--- config.mk ---
export PLATFORM = sky130hd
export DESIGN_NAME = fwes_host
export DESIGN_NICKNAME = d
export VERILOG_FILES = /design/src/fwes_pkg.sv /design/src/fwes_cycle.sv /design/src/fwes_host.sv
export SDC_FILE = /design/constraint.sdc
export NUM_CORES = 1
export LEC_CHECK = 0
export ABC_AREA = 0
export ABC_CLOCK_PERIOD_IN_PS = 2000
export BUFFER_PORTS_ARGS = -buffer_cell sky130_fd_sc_hd__buf_2
export CAP_MARGIN = 20
export CORE_MARGIN = 5
export CORE_UTILIZATION = 57
export DETAILED_ROUTE_END_ITERATION = 6
export PLACE_DENSITY_LB_ADDON = 0.05
export SLEW_MARGIN = 10
export SYNTH_ARGS = -nofsm -noshare
export SYNTH_HDL_FRONTEND = slang
export SYNTH_SLANG_ARGS = --single-unit
--- constraint.sdc ---
create_clock -name i_clock -period 2 [get_ports i_clock]
set_input_delay 0.3 -clock i_clock [delete_from_list [all_inputs] [get_ports i_clock]]
set_output_delay 0.3 -clock i_clock [all_outputs]
set_load 0.01 [all_outputs]
--- src/fwes_pkg.sv ---
// Package with command codes, status layout and timing for the flash host controller.
package fwes_pkg;
	localparam logic [7:0] CMD_READ_ARRAY = 8'hFF;
	localparam logic [7:0] CMD_READ_STATUS = 8'h70;
	localparam logic [7:0] CMD_CLEAR_STATUS = 8'h50;
	localparam logic [7:0] CMD_WRITE_SETUP = 8'h40;
	localparam logic [7:0] CMD_WRITE_SETUP_ALT = 8'h10;
	localparam logic [7:0] CMD_ERASE_SETUP = 8'h20;
	localparam logic [7:0] CMD_CONFIRM = 8'hD0;
	localparam logic [7:0] CMD_SUSPEND = 8'hB0;
	localparam int SR_READY = 7;
	localparam int SR_SUSPENDED = 6;
	localparam int SR_ERASE_ERR = 5;
	localparam int SR_WRITE_ERR = 4;
	localparam int SR_SUPPLY_LOW = 3;
	localparam logic [7:0] SR_USED_MASK = 8'hF8;
	localparam logic [2:0] REG_CTRL = 3'h0;
	localparam logic [2:0] REG_ADDR = 3'h1;
	localparam logic [2:0] REG_DATA = 3'h2;
	localparam logic [2:0] REG_STATUS = 3'h3;
	localparam logic [2:0] REG_RESULT = 3'h4;
	localparam logic [2:0] OP_NONE = 3'h0;
	localparam logic [2:0] OP_WRITE = 3'h1;
	localparam logic [2:0] OP_ERASE = 3'h2;
	localparam logic [2:0] OP_SUSPEND = 3'h3;
	localparam logic [2:0] OP_RESUME = 3'h4;
	localparam logic [2:0] OP_CLEAR = 3'h5;
	localparam logic [2:0] OP_READ_ARRAY = 3'h6;
	localparam logic [2:0] OP_READ = 3'h7;
	localparam int CLOCK_MHZ = 125;
	localparam int PULSE_NS = 64;
	localparam int PULSE_CYCLES = (PULSE_NS * CLOCK_MHZ + 999) / 1000;
	localparam int GAP_NS = 32;
	localparam int GAP_CYCLES = (GAP_NS * CLOCK_MHZ + 999) / 1000;
	localparam int ERASE_TYP_MS = 1600;
	localparam int ERASE_TIMEOUT_CYCLES = ERASE_TYP_MS * CLOCK_MHZ * 1000 * 2;
	typedef struct packed {
		logic chip_sel_n;
		logic out_en_n;
		logic write_en_n;
	} fwes_strobe_type;
	typedef struct packed {
		logic [2:0] addr;
		logic [31:0] wdata;
		logic wr;
		logic rd;
	} fwes_reg_req_type;
endpackage

--- src/fwes_cycle.sv ---
// Single bus cycle engine that drives the flash strobes for one write or read.
`timescale 1ns/1ns
`default_nettype none
module fwes_cycle
	import fwes_pkg::*;
#(
	parameter int ADDR_W = 20
) (
	input wire logic i_clock,
	input wire logic i_rst,
	input wire logic i_start,
	input wire logic i_is_read,
	input wire logic [ADDR_W-1:0] i_addr,
	input wire logic [7:0] i_data,
	input wire logic [7:0] i_pin_data,
	output logic o_done,
	output logic [7:0] o_rdata,
	output fwes_strobe_type o_strobe,
	output logic [ADDR_W-1:0] o_addr,
	output logic [7:0] o_data,
	output logic o_data_oe
);
	logic [7:0] cnt_q;
	logic busy_q;
	logic gap_q;
	always_ff @(posedge i_clock) begin
		if (i_rst) begin
			cnt_q <= 8'h00;
			busy_q <= 1'b0;
			gap_q <= 1'b0;
			o_done <= 1'b0;
			o_rdata <= 8'h00;
			o_strobe <= '{chip_sel_n: 1'b1, out_en_n: 1'b1, write_en_n: 1'b1};
			o_addr <= '0;
			o_data <= 8'h00;
			o_data_oe <= 1'b0;
		end else begin
			o_done <= 1'b0;
			if (!busy_q && !gap_q && i_start) begin
				busy_q <= 1'b1;
				cnt_q <= 8'(PULSE_CYCLES);
				o_addr <= i_addr;
				o_data <= i_data;
				o_data_oe <= !i_is_read;
				o_strobe.chip_sel_n <= 1'b0;
				o_strobe.out_en_n <= !i_is_read;
				o_strobe.write_en_n <= i_is_read;
			end else if (busy_q) begin
				if (cnt_q == 8'h00) begin
					// Data is captured on the rising write enable edge, so data stays one more cycle.
					busy_q <= 1'b0;
					gap_q <= 1'b1;
					cnt_q <= 8'(GAP_CYCLES);
					o_rdata <= i_pin_data;
					o_strobe <= '{chip_sel_n: 1'b1, out_en_n: 1'b1, write_en_n: 1'b1};
				end else begin
					cnt_q <= cnt_q - 8'h01;
				end
			end else if (gap_q) begin
				// Strobes stay high between cycles so the device refreshes its status latch.
				o_data_oe <= 1'b0;
				if (cnt_q == 8'h00) begin
					gap_q <= 1'b0;
					o_done <= 1'b1;
				end else begin
					cnt_q <= cnt_q - 8'h01;
				end
			end
		end
	end
endmodule
`default_nettype wire

--- src/fwes_host.sv ---
// Host controller that sequences write, erase and suspend commands into the flash.
//
// Overview of operation
// - Suspend code may be written during erase.
// - Suspended: only read array, status, resume.
// - Byte write is setup code then data.
// - Erase codes go to address in block.
// - Deselect between successive status reads.
// - Finish series with read array command; the host skips it after suspend, clear and timeouts.
// - Supply bit set blocks writes until clear.
// - Both error bits mean sequence error.
// - Check ready bit before error bits.
// - Erase is setup then confirm in block.
// - Clear command resets error and supply bits.
`timescale 1ns/1ns
`default_nettype none
module fwes_host
	import fwes_pkg::*;
#(
	parameter int ADDR_W = 20,
	parameter int TIMEOUT_CYCLES = ERASE_TIMEOUT_CYCLES
) (
	input wire logic i_clock,
	input wire logic i_rst,
	input wire fwes_reg_req_type i_req,
	output logic [31:0] o_rdata,
	input wire logic i_ready_busy_out,
	input wire logic [7:0] i_dq,
	output logic [7:0] o_dq,
	output logic o_dq_oe,
	output logic [ADDR_W-1:0] o_addr,
	output fwes_strobe_type o_strobe,
	output logic o_powerdown_n
);
	typedef enum logic [2:0] {
		ST_IDLE = 3'b000,
		ST_CMD1 = 3'b001,
		ST_CMD2 = 3'b011,
		ST_POLL = 3'b010,
		ST_CHECK = 3'b110,
		ST_FINISH = 3'b111
	} fwes_state_type;
	fwes_state_type state_q;
	logic [2:0] op_q;
	logic [ADDR_W-1:0] addr_q;
	logic [7:0] data_q;
	logic [7:0] status_q;
	logic [7:0] result_q;
	logic busy_q;
	logic timeout_q;
	logic blocked_q;
	logic [31:0] wait_q;
	logic phase_q, susp_q;
	logic ry_meta_q, ry_sync_q;
	logic [7:0] dq_meta_q, dq_sync_q;
	logic cyc_start_q, cyc_read_q;
	logic [7:0] cyc_data_q;
	logic cyc_done;
	logic [7:0] cyc_rdata;
	logic cyc_oe;
	logic [7:0] cyc_dq;
	logic [ADDR_W-1:0] cyc_addr;
	fwes_strobe_type cyc_strobe;
	function automatic logic [7:0] first_code(input logic [2:0] op);
		case (op)
			OP_WRITE: first_code = CMD_WRITE_SETUP;
			OP_ERASE: first_code = CMD_ERASE_SETUP;
			OP_SUSPEND: first_code = CMD_SUSPEND;
			OP_RESUME: first_code = CMD_CONFIRM;
			OP_CLEAR: first_code = CMD_CLEAR_STATUS;
			OP_READ_ARRAY: first_code = CMD_READ_ARRAY;
			default: first_code = CMD_READ_STATUS;
		endcase
	endfunction
	always_ff @(posedge i_clock) begin
		if (i_rst) begin
			ry_meta_q <= 1'b1;
			ry_sync_q <= 1'b1;
			dq_meta_q <= 8'h00;
			dq_sync_q <= 8'h00;
		end else begin
			ry_meta_q <= i_ready_busy_out;
			ry_sync_q <= ry_meta_q;
			dq_meta_q <= i_dq;
			dq_sync_q <= dq_meta_q;
		end
	end
	fwes_cycle #(.ADDR_W(ADDR_W)) u_cycle (
		.i_clock(i_clock),
		.i_rst(i_rst),
		.i_start(cyc_start_q),
		.i_is_read(cyc_read_q),
		.i_addr(addr_q),
		.i_data(cyc_data_q),
		.i_pin_data(dq_sync_q),
		.o_done(cyc_done),
		.o_rdata(cyc_rdata),
		.o_strobe(cyc_strobe),
		.o_addr(cyc_addr),
		.o_data(cyc_dq),
		.o_data_oe(cyc_oe)
	);
	always_ff @(posedge i_clock) begin
		if (i_rst) begin
			o_dq <= 8'h00;
			o_dq_oe <= 1'b0;
			o_addr <= '0;
			o_strobe <= '{chip_sel_n: 1'b1, out_en_n: 1'b1, write_en_n: 1'b1};
			o_powerdown_n <= 1'b0;
		end else begin
			o_dq <= cyc_dq;
			o_dq_oe <= cyc_oe;
			o_addr <= cyc_addr;
			o_strobe <= cyc_strobe;
			o_powerdown_n <= 1'b1;
		end
	end
	always_ff @(posedge i_clock) begin
		if (i_rst) begin
			state_q <= ST_IDLE;
			op_q <= OP_NONE;
			addr_q <= '0;
			data_q <= 8'h00;
			status_q <= 8'h80;
			result_q <= 8'h00;
			busy_q <= 1'b0;
			timeout_q <= 1'b0;
			blocked_q <= 1'b0;
			wait_q <= 32'h0;
			phase_q <= 1'b0;
			susp_q <= 1'b0;
			cyc_start_q <= 1'b0;
			cyc_read_q <= 1'b0;
			cyc_data_q <= 8'h00;
		end else begin
			cyc_start_q <= 1'b0;
			if (i_req.wr && i_req.addr == REG_ADDR) begin
				addr_q <= i_req.wdata[ADDR_W-1:0];
			end
			if (i_req.wr && i_req.addr == REG_DATA) begin
				data_q <= i_req.wdata[7:0];
			end
			case (state_q)
				ST_IDLE: begin
					if (i_req.wr && i_req.addr == REG_CTRL && i_req.wdata[2:0] != OP_NONE) begin
						op_q <= i_req.wdata[2:0];
						busy_q <= 1'b1;
						timeout_q <= 1'b0;
						// A set supply-low bit refuses writes and erases until cleared.
						if (blocked_q && (i_req.wdata[2:0] == OP_WRITE ||
							i_req.wdata[2:0] == OP_ERASE)) begin
							state_q <= ST_FINISH;
						end else begin
							state_q <= ST_CMD1;
						end
					end
				end
				ST_CMD1: begin
					cyc_start_q <= 1'b1;
					cyc_read_q <= (op_q == OP_READ);
					cyc_data_q <= first_code(op_q);
					phase_q <= 1'b0;
					state_q <= ST_CMD2;
				end
				ST_CMD2: begin
					if (cyc_done) begin
						if (op_q == OP_WRITE && !phase_q) begin
							// A phase flag marks the data write, as the data may equal the setup code.
							cyc_start_q <= 1'b1;
							phase_q <= 1'b1;
							cyc_data_q <= data_q;
						end else if (op_q == OP_ERASE && !phase_q) begin
							cyc_start_q <= 1'b1;
							phase_q <= 1'b1;
							cyc_data_q <= CMD_CONFIRM;
						end else if (op_q == OP_READ) begin
							result_q <= cyc_rdata;
							state_q <= ST_FINISH;
						end else if (op_q == OP_READ_ARRAY) begin
							state_q <= ST_FINISH;
						end else begin
							wait_q <= 32'h0;
							state_q <= ST_POLL;
						end
					end
				end
				ST_POLL: begin
					if (i_req.wr && i_req.addr == REG_CTRL && i_req.wdata[2:0] == OP_SUSPEND &&
						op_q == OP_ERASE) begin
						susp_q <= 1'b1;
					end
					// Each poll is its own cycle, so chip select rises between reads.
					if (!cyc_start_q && wait_q[0] == 1'b0) begin
						cyc_start_q <= 1'b1;
						cyc_read_q <= 1'b1;
						wait_q[0] <= 1'b1;
					end
					if (cyc_done) begin
						wait_q <= wait_q + 32'h2;
						wait_q[0] <= 1'b0;
						// Error bits are only meaningful once the ready bit is set.
						if (cyc_rdata[SR_READY] || op_q == OP_CLEAR || op_q == OP_READ_ARRAY) begin
							status_q <= cyc_rdata & SR_USED_MASK;
							state_q <= ST_CHECK;
						end else if (susp_q) begin
							// The suspend code waits for a finished poll so the cycle engine is idle.
							susp_q <= 1'b0;
							op_q <= OP_SUSPEND;
							state_q <= ST_CMD1;
						end else if (wait_q[31:1] >= 31'(TIMEOUT_CYCLES / 64)) begin
							timeout_q <= 1'b1;
							state_q <= ST_FINISH;
						end
					end
				end
				ST_CHECK: begin
					blocked_q <= (op_q == OP_CLEAR) ? 1'b0 : status_q[SR_SUPPLY_LOW];
					if (op_q == OP_SUSPEND && !status_q[SR_SUSPENDED] && !ry_sync_q) begin
						state_q <= ST_POLL;
					end else if (op_q == OP_SUSPEND ||
						op_q == OP_CLEAR || op_q == OP_READ_ARRAY) begin
						state_q <= ST_FINISH;
					end else begin
						op_q <= OP_READ_ARRAY;
						state_q <= ST_CMD1;
					end
				end
				ST_FINISH: begin
					busy_q <= 1'b0;
					susp_q <= 1'b0;
					state_q <= ST_IDLE;
				end
				default: state_q <= ST_IDLE;
			endcase
		end
	end
	always_ff @(posedge i_clock) begin
		if (i_rst) begin
			o_rdata <= 32'h0;
		end else if (i_req.rd) begin
			case (i_req.addr)
				REG_ADDR: o_rdata <= 32'(addr_q);
				REG_DATA: o_rdata <= {24'h0, data_q};
				// Both error bits together mark a bad sequence rather than an erase failure.
				REG_STATUS: o_rdata <= {20'h0, blocked_q, timeout_q,
					status_q[SR_ERASE_ERR] & status_q[SR_WRITE_ERR], busy_q, status_q};
				REG_RESULT: o_rdata <= {23'h0, ry_sync_q, result_q};
				default: o_rdata <= 32'h0;
			endcase
		end else begin
			o_rdata <= 32'h0;
		end
	end
endmodule
`default_nettype wire

Word-level counts from Yosys, hierarchy flattened
Cells that the tools add are included. Widths: inputs -> output; s select.

Input bits: 48. Output and inout port bits: 65. Register bits after elaboration: 228. Word-level logic and storage cells: 229.

Equality and inequality tests: 40. Bitwise operators: 7. Magnitude comparators: 1. Mux-type cells: 78. $add $sub $neg: 2. Reduce and logical (&&, ||, !) cells: 61.

Operators by type and width (count): $mux 32 (6); $pmux 20 s4 (1); $mux 3 (22); $pmux 32 s2 (1); $mux 8 (7); $pmux 8 s6 (1); $add 32x2->32 const B (1); $ge 31x23->1 const B (1); $mux 1 (30); $ne 2x2->1 const B (14); $eq 3x2->1 const B (8); $eq 3x3->1 const B (7); $reduce_and 7->1 (3); $reduce_bool 2->1 (10); $pmux 8 s2 (1); $pmux 3 s5 (1); $logic_and 1x1->1 (14); $reduce_and 2->1 (7); $eq 3x1->1 const B (4); $reduce_and 6->1 (2); $pmux 1 s2 (5); $pmux 3 s3 (1); $reduce_and 3->1 (3); $reduce_bool 3->1 (3); other kinds (17) (36).

Depth between registers and ports, before layout
Gate-level depths: netlist (run 1).

Depth after elaboration: 9. Mapped depth: 8. Gate-level depth less buffers: 6.

Hierarchy
A second synthesis (run 1) with hierarchy kept.

Cell total of the unflattened synthesis: 991. Area, all modules: 8752.1 um2.

By module, submodules not included: fwes_host (area an instance 6809.0 um2, sequential area each 3303.2 um2, instances 1, cells an instance 755); fwes_cycle (area an instance 1943.1 um2, sequential area each 1021.0 um2, instances 1, cells an instance 236).

Least setup slack after synthesis (run 1)
OpenSTA, ideal clock, no wires.

Kind: input port to flip-flop. From: in i_req[36] (netlist name). To: reg op_q[0]. Setup slack: 197 ps. Library setup time: 87 ps. Data required time: 1913 ps. Path buffers: 1. Cell stages on the path: 6. Arrival: 1716 ps. Cells stage by stage: buf_2 -> nor2b_4 -> o311ai_4 -> a2111o_1 -> or4_1 -> o31ai_1.

Cells in the longest elaborated chain, start to end: 5.

RTL lines: start, declared (line fwes_host.sv:25) `input wire fwes_reg_req_type i_req,`; $logic_not 3->1 (line fwes_host.sv:145) `if (i_req.wr && i_req.addr == REG_CTRL && i_req.wdata[2:0] != OP_NONE) begin`; $logic_and 1x1->1 (2 in a row) (line fwes_host.sv:145); $ne 2x2->1 (no line); $reduce_and 7->1 (no line); end signal, assigned (line fwes_host.sv:146) `op_q <= i_req.wdata[2:0];`; end, declared (line fwes_host.sv:44) `logic [2:0] op_q;`.

Every way passes these cells. A chain may end at the register's enable or synchronous reset.

Worst setup path after layout (run 1)
From: reg op_q[1]. To: reg wait_q[4].

Cells in the longest elaborated chain, start to end: 4. Elaborated cells between the ends (all ways): 11. Classes of those cells: eq/ne: 8; reduce/logical: 3.

RTL lines: $eq 3x2->1 / $eq 3x1->1 (equally long branches) (line fwes_host.sv:172, fwes_host.sv:167); $logic_and 1x1->1, on equally long branches (line fwes_host.sv:172, fwes_host.sv:167); $ne 2x2->1 (no line); $reduce_and 7->1 (no line) (*); end signal, assigned (line fwes_host.sv:199) `wait_q <= wait_q + 32'h2;`; end, declared (line fwes_host.sv:52) `logic [31:0] wait_q;`.

Mark *: on every way between the ends. The rest lies on a longest branch, timed or not.

==> impl_metrics.csv, run 1 <==
group,metric,value,unit
synth,yosysSeqAreaShare,0.4937,
timing,skew,0.01096,ns
timing,fin_ws,0.1048,ns
routing,dr_wl_met3,944,um
routing,met2_length,9207,um
hold_path,hold-path-endpoint,"dq_meta_q[2]$_SDFF_PP0_",
cts,clk_pin_slew_worst_paths,0.06,ns
die,ios,113,
cts,cts-htree-levels,1,
critical_path,critPathSlowestCell,"dfxtp_2",
critical_path,rrSetupSlack,0.10,ns
routing,drc_errors,0,
cts,clockBufferDepth,3,
global_routing,track_usage,0.2259,
routing,vias,7224,
power_and_ir_drop,p_int,7.212,mW
critical_path,r2r_cells,5,
die,die-area,17950,sq um
routing,routed_wl,20420,um
layout,fin_util,0.6935,
layout,diodes,0,
cts,clkLatencyLatePin,0.50,ns
hold_path,hold_class,"input pin to flop",
power_and_ir_drop,combPwrFrac,0.041,
place,port_buffers,88,
timing,max-slew-margin-rel,0.6567,
synth,synth_compound_area_frac,0.1460,
timing,hold_violations,0,
critical_path,cp.arrival,2.32,ns
global_routing,antenna_found_initial,0,
layout,final_common_cell,"dfxtp_1",
cts,cts_buffers,22,
synth,synth_mux_area_frac,0.04657,
global_routing,grt_pass1_wl,34060,um
synth,ys.flop_type,"dfxtp_1",
synth,synth_fa_ha_area_frac,0.005714,
timing,slew_viol_final,0,
die,start_util,0.5783,
synth,synth_edf_count,0,
power_and_ir_drop,p_leak,4.134,nW
critical_path,worst_path_largest_cell_delay,0.49,ns
synth,synthSimpleGateAreaFrac,0.2549,
layout,final_area,10500,sq um
run,cap_violations,0,
power_and_ir_drop,vdd_ir_drop_max,0.7439,mV
synth,postSynthCellCount,1004,
synth,ys_ff_latch,216,
cts,root_buffer,"clkbuf_16",
layout,fin_nets,1179,
synth,netlist-cell-type-count,70,
die,dieHeight,134.0,um
routing,routedLengthMet1,9884,um
layout,final_cell_mix,"211 x dfxtp_1, 167 x nand2_1, 105 x a21oi_1, 87 x buf_2, 72 x nor2_1",
timing,finalSetupViolations,0,
place,detailed_place_hpwl,13980,um
timing,fin_crit,1.895,ns
synth,async_flop_share,0,
layout,syn_to_final_growth,19.93,%
power_and_ir_drop,design_power_total,9.094,mW
hold_path,hold_depth,2,
routing,top_layer,"met4",
cts,cts_tree,"done",
critical_path,end_kind,"flop",
cts,numClockSinks,216,
timing,setup_tns,0,ns
timing,rsz0062_at_grt,"no",
power_and_ir_drop,swShare,0.2069,
place,dp_slack,0.01036,ns
routing,post_drt_wl_per_cell,15.35,um
place,place_area,9677,sq um
die,rows,45,
synth,yosysWarnings,0,
critical_path,crit_path_cell_trace,"xor2_2, a2111oi_4, buf_4, or2_2, a21oi_1",
timing,fmax,527.7,MHz
timing,tightest_slew,0.5115,ns
routing,vias_per_cell,5.432,
hold_path,hp-start,"i_dq[2]",
outcome,status,"finished, final reports clean",
critical_path,cp_data_required_time,2.42,ns
routing,antenna_left,0,
synth,synthXorXnorAreaFrac,0.003857,
synth,synth.cell_area,8758,sq um
power_and_ir_drop,power_density,865.8,nW/um^2
critical_path,r2r-start,"op_q[1]$_SDFFE_PP0P_",
global_routing,grt_max_degree,91,
synth,synth.avg_cell_area,8.724,sq um
critical_path,crit_fanout,14,
global_routing,grt_pass1_vias,6742,
critical_path,timing.rr.end,"wait_q[4]$_SDFFE_PP0P_",
routing,first_iter_violations,456,
global_routing,overflow,0,
power_and_ir_drop,p_sw,1.882,mW
power_and_ir_drop,seq_power_share,0.483,
die,coreArea,15150,sq um
synth,synth_top_family_by_area,"simple AND/OR/NAND/NOR gates",
timing,post-route-period-util,0.9476,
routing,drt_first_pass_iters,5,
layout,layout-drive-gt1-share,0.1935,
power_and_ir_drop,clock_power_share,0.476,
critical_path,worstSetupPathType,"flop to flop",
place,gp_congestion,0.8957,
die,die-width,134.0,um
critical_path,critPathLaunchType,"flop",
registers in the layout, summed over array words and instances (netlist names), 3 cells and up:
signal / flops
dq_meta_q: 8
o_strobe: 3
status_q: 5
u_cycle.o_data: 8
state_q: 3
addr_q: 20
dq_sync_q: 8
u_cycle.o_addr: 20
u_cycle.o_strobe: 3
op_q: 3
o_dq: 8
cyc_data_q: 8
o_addr: 20
data_q: 8
wait_q: 32
u_cycle.o_rdata: 8
result_q: 8
o_rdata: 20
u_cycle.cnt_q: 8
cell families after synthesis:
logic type | Yosys count
buffers and inverters | 89
other | 1
and+or+nand+nor | 442
DFF | 216
AOI/OAI and AO/OA | 209
adders and majority gates | 4
xor gates and xnor gates | 3
muxes | 40
repair_timing:
item	in CTS	in global routing
hold buffers	3	0
setup endpoints to repair	5	27
setup buffers	0	1
hold endpoints to repair	3	0
gates resized for setup	2	5
cells in the mapped netlist, types with 4 or more instances:
cell,number,area share
nor2b_1,50,0.036
a31oi_1,12,0.0086
clkbuf_1,38,0.016
and3_1,6,0.0043
o211ai_1,6,0.0051
or2_2,7,0.0050
mux2i_1,34,0.039
o31ai_1,5,0.0043
inv_1,19,0.0081
buf_2,12,0.0069
or3_1,24,0.017
ha_1,4,0.0057
a22oi_1,9,0.0077
nor3b_1,10,0.0086
mux2_2,6,0.0077
nand3b_1,4,0.0034
nand2b_1,11,0.0079
nand2_1,167,0.072
dfxtp_1,216,0.49
or4_1,5,0.0043
a21oi_1,105,0.060
a211oi_1,5,0.0043
nand4_1,15,0.011
nor4_1,6,0.0043
nor3_1,17,0.0097
o21ai_0,33,0.019
buf_4,15,0.013
nand3_1,22,0.013
and2_1,10,0.0071
nor2_1,72,0.031
layer usage:
| metal | vias up | global-route usage |
|---|---|---|
| met2 | 162 | 0.3577 |
| met3 | 27 | 0.02851 |
| met5 | - | 0 |
| met1 | 3321 | 0.3291 |
| li1 | 3714 | - |
| met4 | 0 | 0.05657 |
worst max-delay path: cells and delay by family, from the launching register on:
| kind | cells | cell delay [ns] |
|---|---|---|
| AND/OR/NAND/NOR | 1 | 0.39 |
| XOR/XNOR | 1 | 0.42 |
| AO/OA/AOI/OAI | 2 | 0.33 |
| buffers and inverters | 1 | 0.18 |
| flip-flops | 1 | 0.49 |
through the flow:
| stage | cells | hold WS (ns) |
|---|---|---|
| 3_3_place_gp | 1287 | 0.4008 |
| 2_1_floorplan | 1015 | 0.3895 |
| 6_report | 1330 | 0.01370 |
| 3_5_place_dp | 1287 | 0.4207 |
| 5_1_grt | 1330 | 0.03625 |
| 4_1_cts | 1329 | 0.001872 |
how the worst max path moves through the flow:
stage	depth (start not counted)	end	from	slack, ns
after floorplan	6	op_q[0]$_SDFFE_PP0P_	i_req[36]	0.20
final	5	wait_q[4]$_SDFFE_PP0P_	op_q[1]$_SDFFE_PP0P_	0.10
after global placement	5	op_q[0]$_SDFFE_PP0P_	op_q[1]$_SDFFE_PP0P_	0.04
after CTS	5	cyc_start_q$_SDFF_PP0_	state_q[2]$_SDFFE_PP0P_	0.02
after detailed placement	5	wait_q[10]$_SDFFE_PP0P_	op_q[1]$_SDFFE_PP0P_	0.01
after global routing	5	wait_q[15]$_SDFFE_PP0P_	op_q[1]$_SDFFE_PP0P_	0.04
cell type report:
cell class | count | area (sq um)
clock inverter | 5 | 103.9
timing repair buffer | 158 | 1026
clock buffer | 34 | 676.9
tap | 188 | 235.2
fill | 1270 | 4642
inverter | 19 | 71.32
multi-input combinational | 710 | 4060
sequential | 216 | 4330
power by group through the flow:
stage          clock network [mW]  registers [mW]  logic, mW
3_3_place_gp                    0            4.48      0.363
6_report                     4.33            4.39      0.372
3_5_place_dp                    0            4.48      0.365
4_1_cts                      4.40            4.39      0.372
2_1_floorplan                   0            4.47      0.259
5_1_grt                      4.60            4.39      0.412
Note: power is estimated with default switching activity, not from simulation.
==> run 2: changes to the inputs <==
- BUFFER_PORTS_ARGS: -buffer_cell sky130_fd_sc_hd__buf_2 -> default
- CORE_UTILIZATION: 57 -> 60
- DONT_BUFFER_PORTS: default -> 1
==> run 2 against run 1 <==
Die area decreased by 4.6%. Sequential power is essentially flat. Register-to-register slack lost 0.03 ns. Clock skew up 0.0012 ns. Non-clock buffer count is 29 lower. Combinational power down 4%. Setup slack got worse by 0.031 ns. Total power is 2.6% lower. Wire length up 10%. Flip-flop and latch count unchanged. Critical endpoint is now op_q[0]$_SDFFE_PP0P_. Largest cell class unchanged. Largest power group unchanged.
==> impl_metrics.csv, run 2 (synthesized netlist as in run 1, its figures left out) <==
group,metric,value,unit
power_and_ir_drop,p_leak,4.072,nW
place,gp_congestion,0.9218,
layout,diodes,0,
routing,antenna_left,0,
critical_path,critPathLaunchType,"flop",
global_routing,grt_max_degree,98,
die,die-area,17110,sq um
cts,root_buffer,"clkbuf_16",
global_routing,grt_pass1_vias,7394,
timing,fin_ws,0.07417,ns
cts,cts_tree,"done",
routing,drt_first_pass_iters,5,
critical_path,cp.arrival,2.33,ns
place,dp_slack,-0.04328,ns
die,coreArea,14420,sq um
die,rows,44,
cts,clk_pin_slew_worst_paths,0.06,ns
routing,vias,7622,
routing,vias_per_cell,5.872,
power_and_ir_drop,design_power_total,8.856,mW
critical_path,r2r-start,"state_q[1]$_SDFFE_PP0P_",
routing,first_iter_violations,653,
place,port_buffers,0,
power_and_ir_drop,vdd_ir_drop_max,0.6733,mV
timing,post-route-period-util,0.9629,
critical_path,crit_fanout,7,
critical_path,worstSetupPathType,"flop to flop",
routing,post_drt_wl_per_cell,17.36,um
layout,syn_to_final_growth,21.64,%
routing,routed_wl,22530,um
cts,clockBufferDepth,3,
critical_path,cp_data_required_time,2.40,ns
layout,top_register,"wait_q",
layout,fin_nets,1150,
cts,numClockSinks,216,
power_and_ir_drop,power_density,831.2,nW/um^2
cts,cts-htree-levels,1,
layout,layout-drive-gt1-share,0.1275,
timing,tightest_slew,0.6158,ns
timing,skew,0.01217,ns
critical_path,crit_path_start,"state_q[1]$_SDFFE_PP0P_",
hold_path,hold_class,"input pin to flop",
layout,final_common_cell,"dfxtp_1",
die,start_util,0.6072,
cts,cts_buffers,22,
place,detailed_place_hpwl,14130,um
cts,clkLatencyLatePin,0.50,ns
die,ios,113,
timing,max-slew-margin-rel,0.5890,
timing,fin_crit,1.926,ns
critical_path,worst_path_largest_cell_delay,0.49,ns
critical_path,end_kind,"flop",
global_routing,overflow,0,
global_routing,antenna_found_initial,0,
die,dieHeight,130.8,um
timing,slew_viol_final,0,
hold_path,hp-start,"i_req[34]",
routing,drc_errors,0,
timing,fmax,519.3,MHz
timing,rsz0062_at_grt,"yes",
global_routing,track_usage,0.2591,
layout,largest_reg_flops,32,
die,die-width,130.8,um
outcome,status,"finished, final reports clean",
timing,finalSetupViolations,0,
critical_path,crit_path_cell_trace,"nor2b_2, o22ai_1, a2111o_1, or4_1, o31ai_1",
layout,final_cell_mix,"214 x dfxtp_1, 167 x nand2_1, 105 x a21oi_1, 68 x nor2_1, 65 x dlygate4sd3_1",
timing,hold_violations,0,
run,cap_violations,0,
global_routing,grt_pass1_wl,36160,um
critical_path,critPathSlowestCell,"or4_1",
==> run 2: final cells by class <==
| class | instances | area [sq um] |
|---|---|---|
| Sequential cell | 216 | 4327 |
| Tap cell | 184 | 230.2 |
| Fill cell | 1069 | 3770 |
| Clock buffer | 32 | 669.4 |
| Clock inverter | 8 | 77.57 |
| Inverter | 19 | 71.32 |
| Multi-Input combinational cell | 710 | 4111 |
| Timing Repair Buffer | 129 | 1167 |
==> run 2: layer usage <==
metal,wire [um],track usage,vias up
li1,-,-,3644
met1,9683,0.3398,3644
met2,10890,0.4350,287
met3,1452,0.04634,47
met4,503,0.08348,0
met5,0,0,-
==> run 2: worst paths after layout <==
path | end | slack (ns) | cells past startpoint
worst max-delay path | op_q[0]$_SDFFE_PP0P_ | 0.07 | 5
worst min-delay path | o_rdata[0]$_SDFF_PP0_ | 0.02 | 3
worst max register to register | op_q[0]$_SDFFE_PP0P_ | 0.07 | 5
worst min register to register | ry_sync_q$_SDFF_PP1_ | 0.42 | 1
==> run 2: timing repair <==
item | CTS | global route
pin swaps | 0 | 3
gates resized for setup | 2 | 16
endpoints found under the hold margin | 160 | 1
endpoints found under the setup margin | 5 | 33
setup buffers | 0 | 1
hold buffers | 66 | 1
==> run 2: through the flow <==
step / util / hold WS, ns / cell area [sq um] / setup TNS [ns] / instances
after floorplan: - / 0.3895 / 8800 / 0 / 1015
after global placement: 0.6351 / 0.3813 / 9161 / -0.004293 / 1191
after detailed placement: 0.6351 / 0.3823 / 9161 / -0.1100 / 1191
after CTS: 0.7342 / 0.0007558 / 10590 / 0 / 1297
after global routing: 0.7386 / 0.02398 / 10650 / -0.03963 / 1298
final: 0.7386 / 0.02025 / 10650 / 0 / 1298
==> run 2: critical path: cells and delay by family (launching register included) <==
kind | cells | cell delay (ns)
DFF | 1 | 0.43
AOI/OAI and AO/OA | 3 | 0.61
and+or+nand+nor | 2 | 0.80
==> run 2: report_power, final <==
part | switching (mW) | total (mW) | leakage (nW) | internal [mW]
sequential | 0.0347 | 4.38 | 1.75 | 4.35
clock | 1.66 | 4.12 | 0.353 | 2.46
combinational | 0.194 | 0.356 | 1.97 | 0.162
total | 1.89 | 8.86 | 4.07 | 6.97
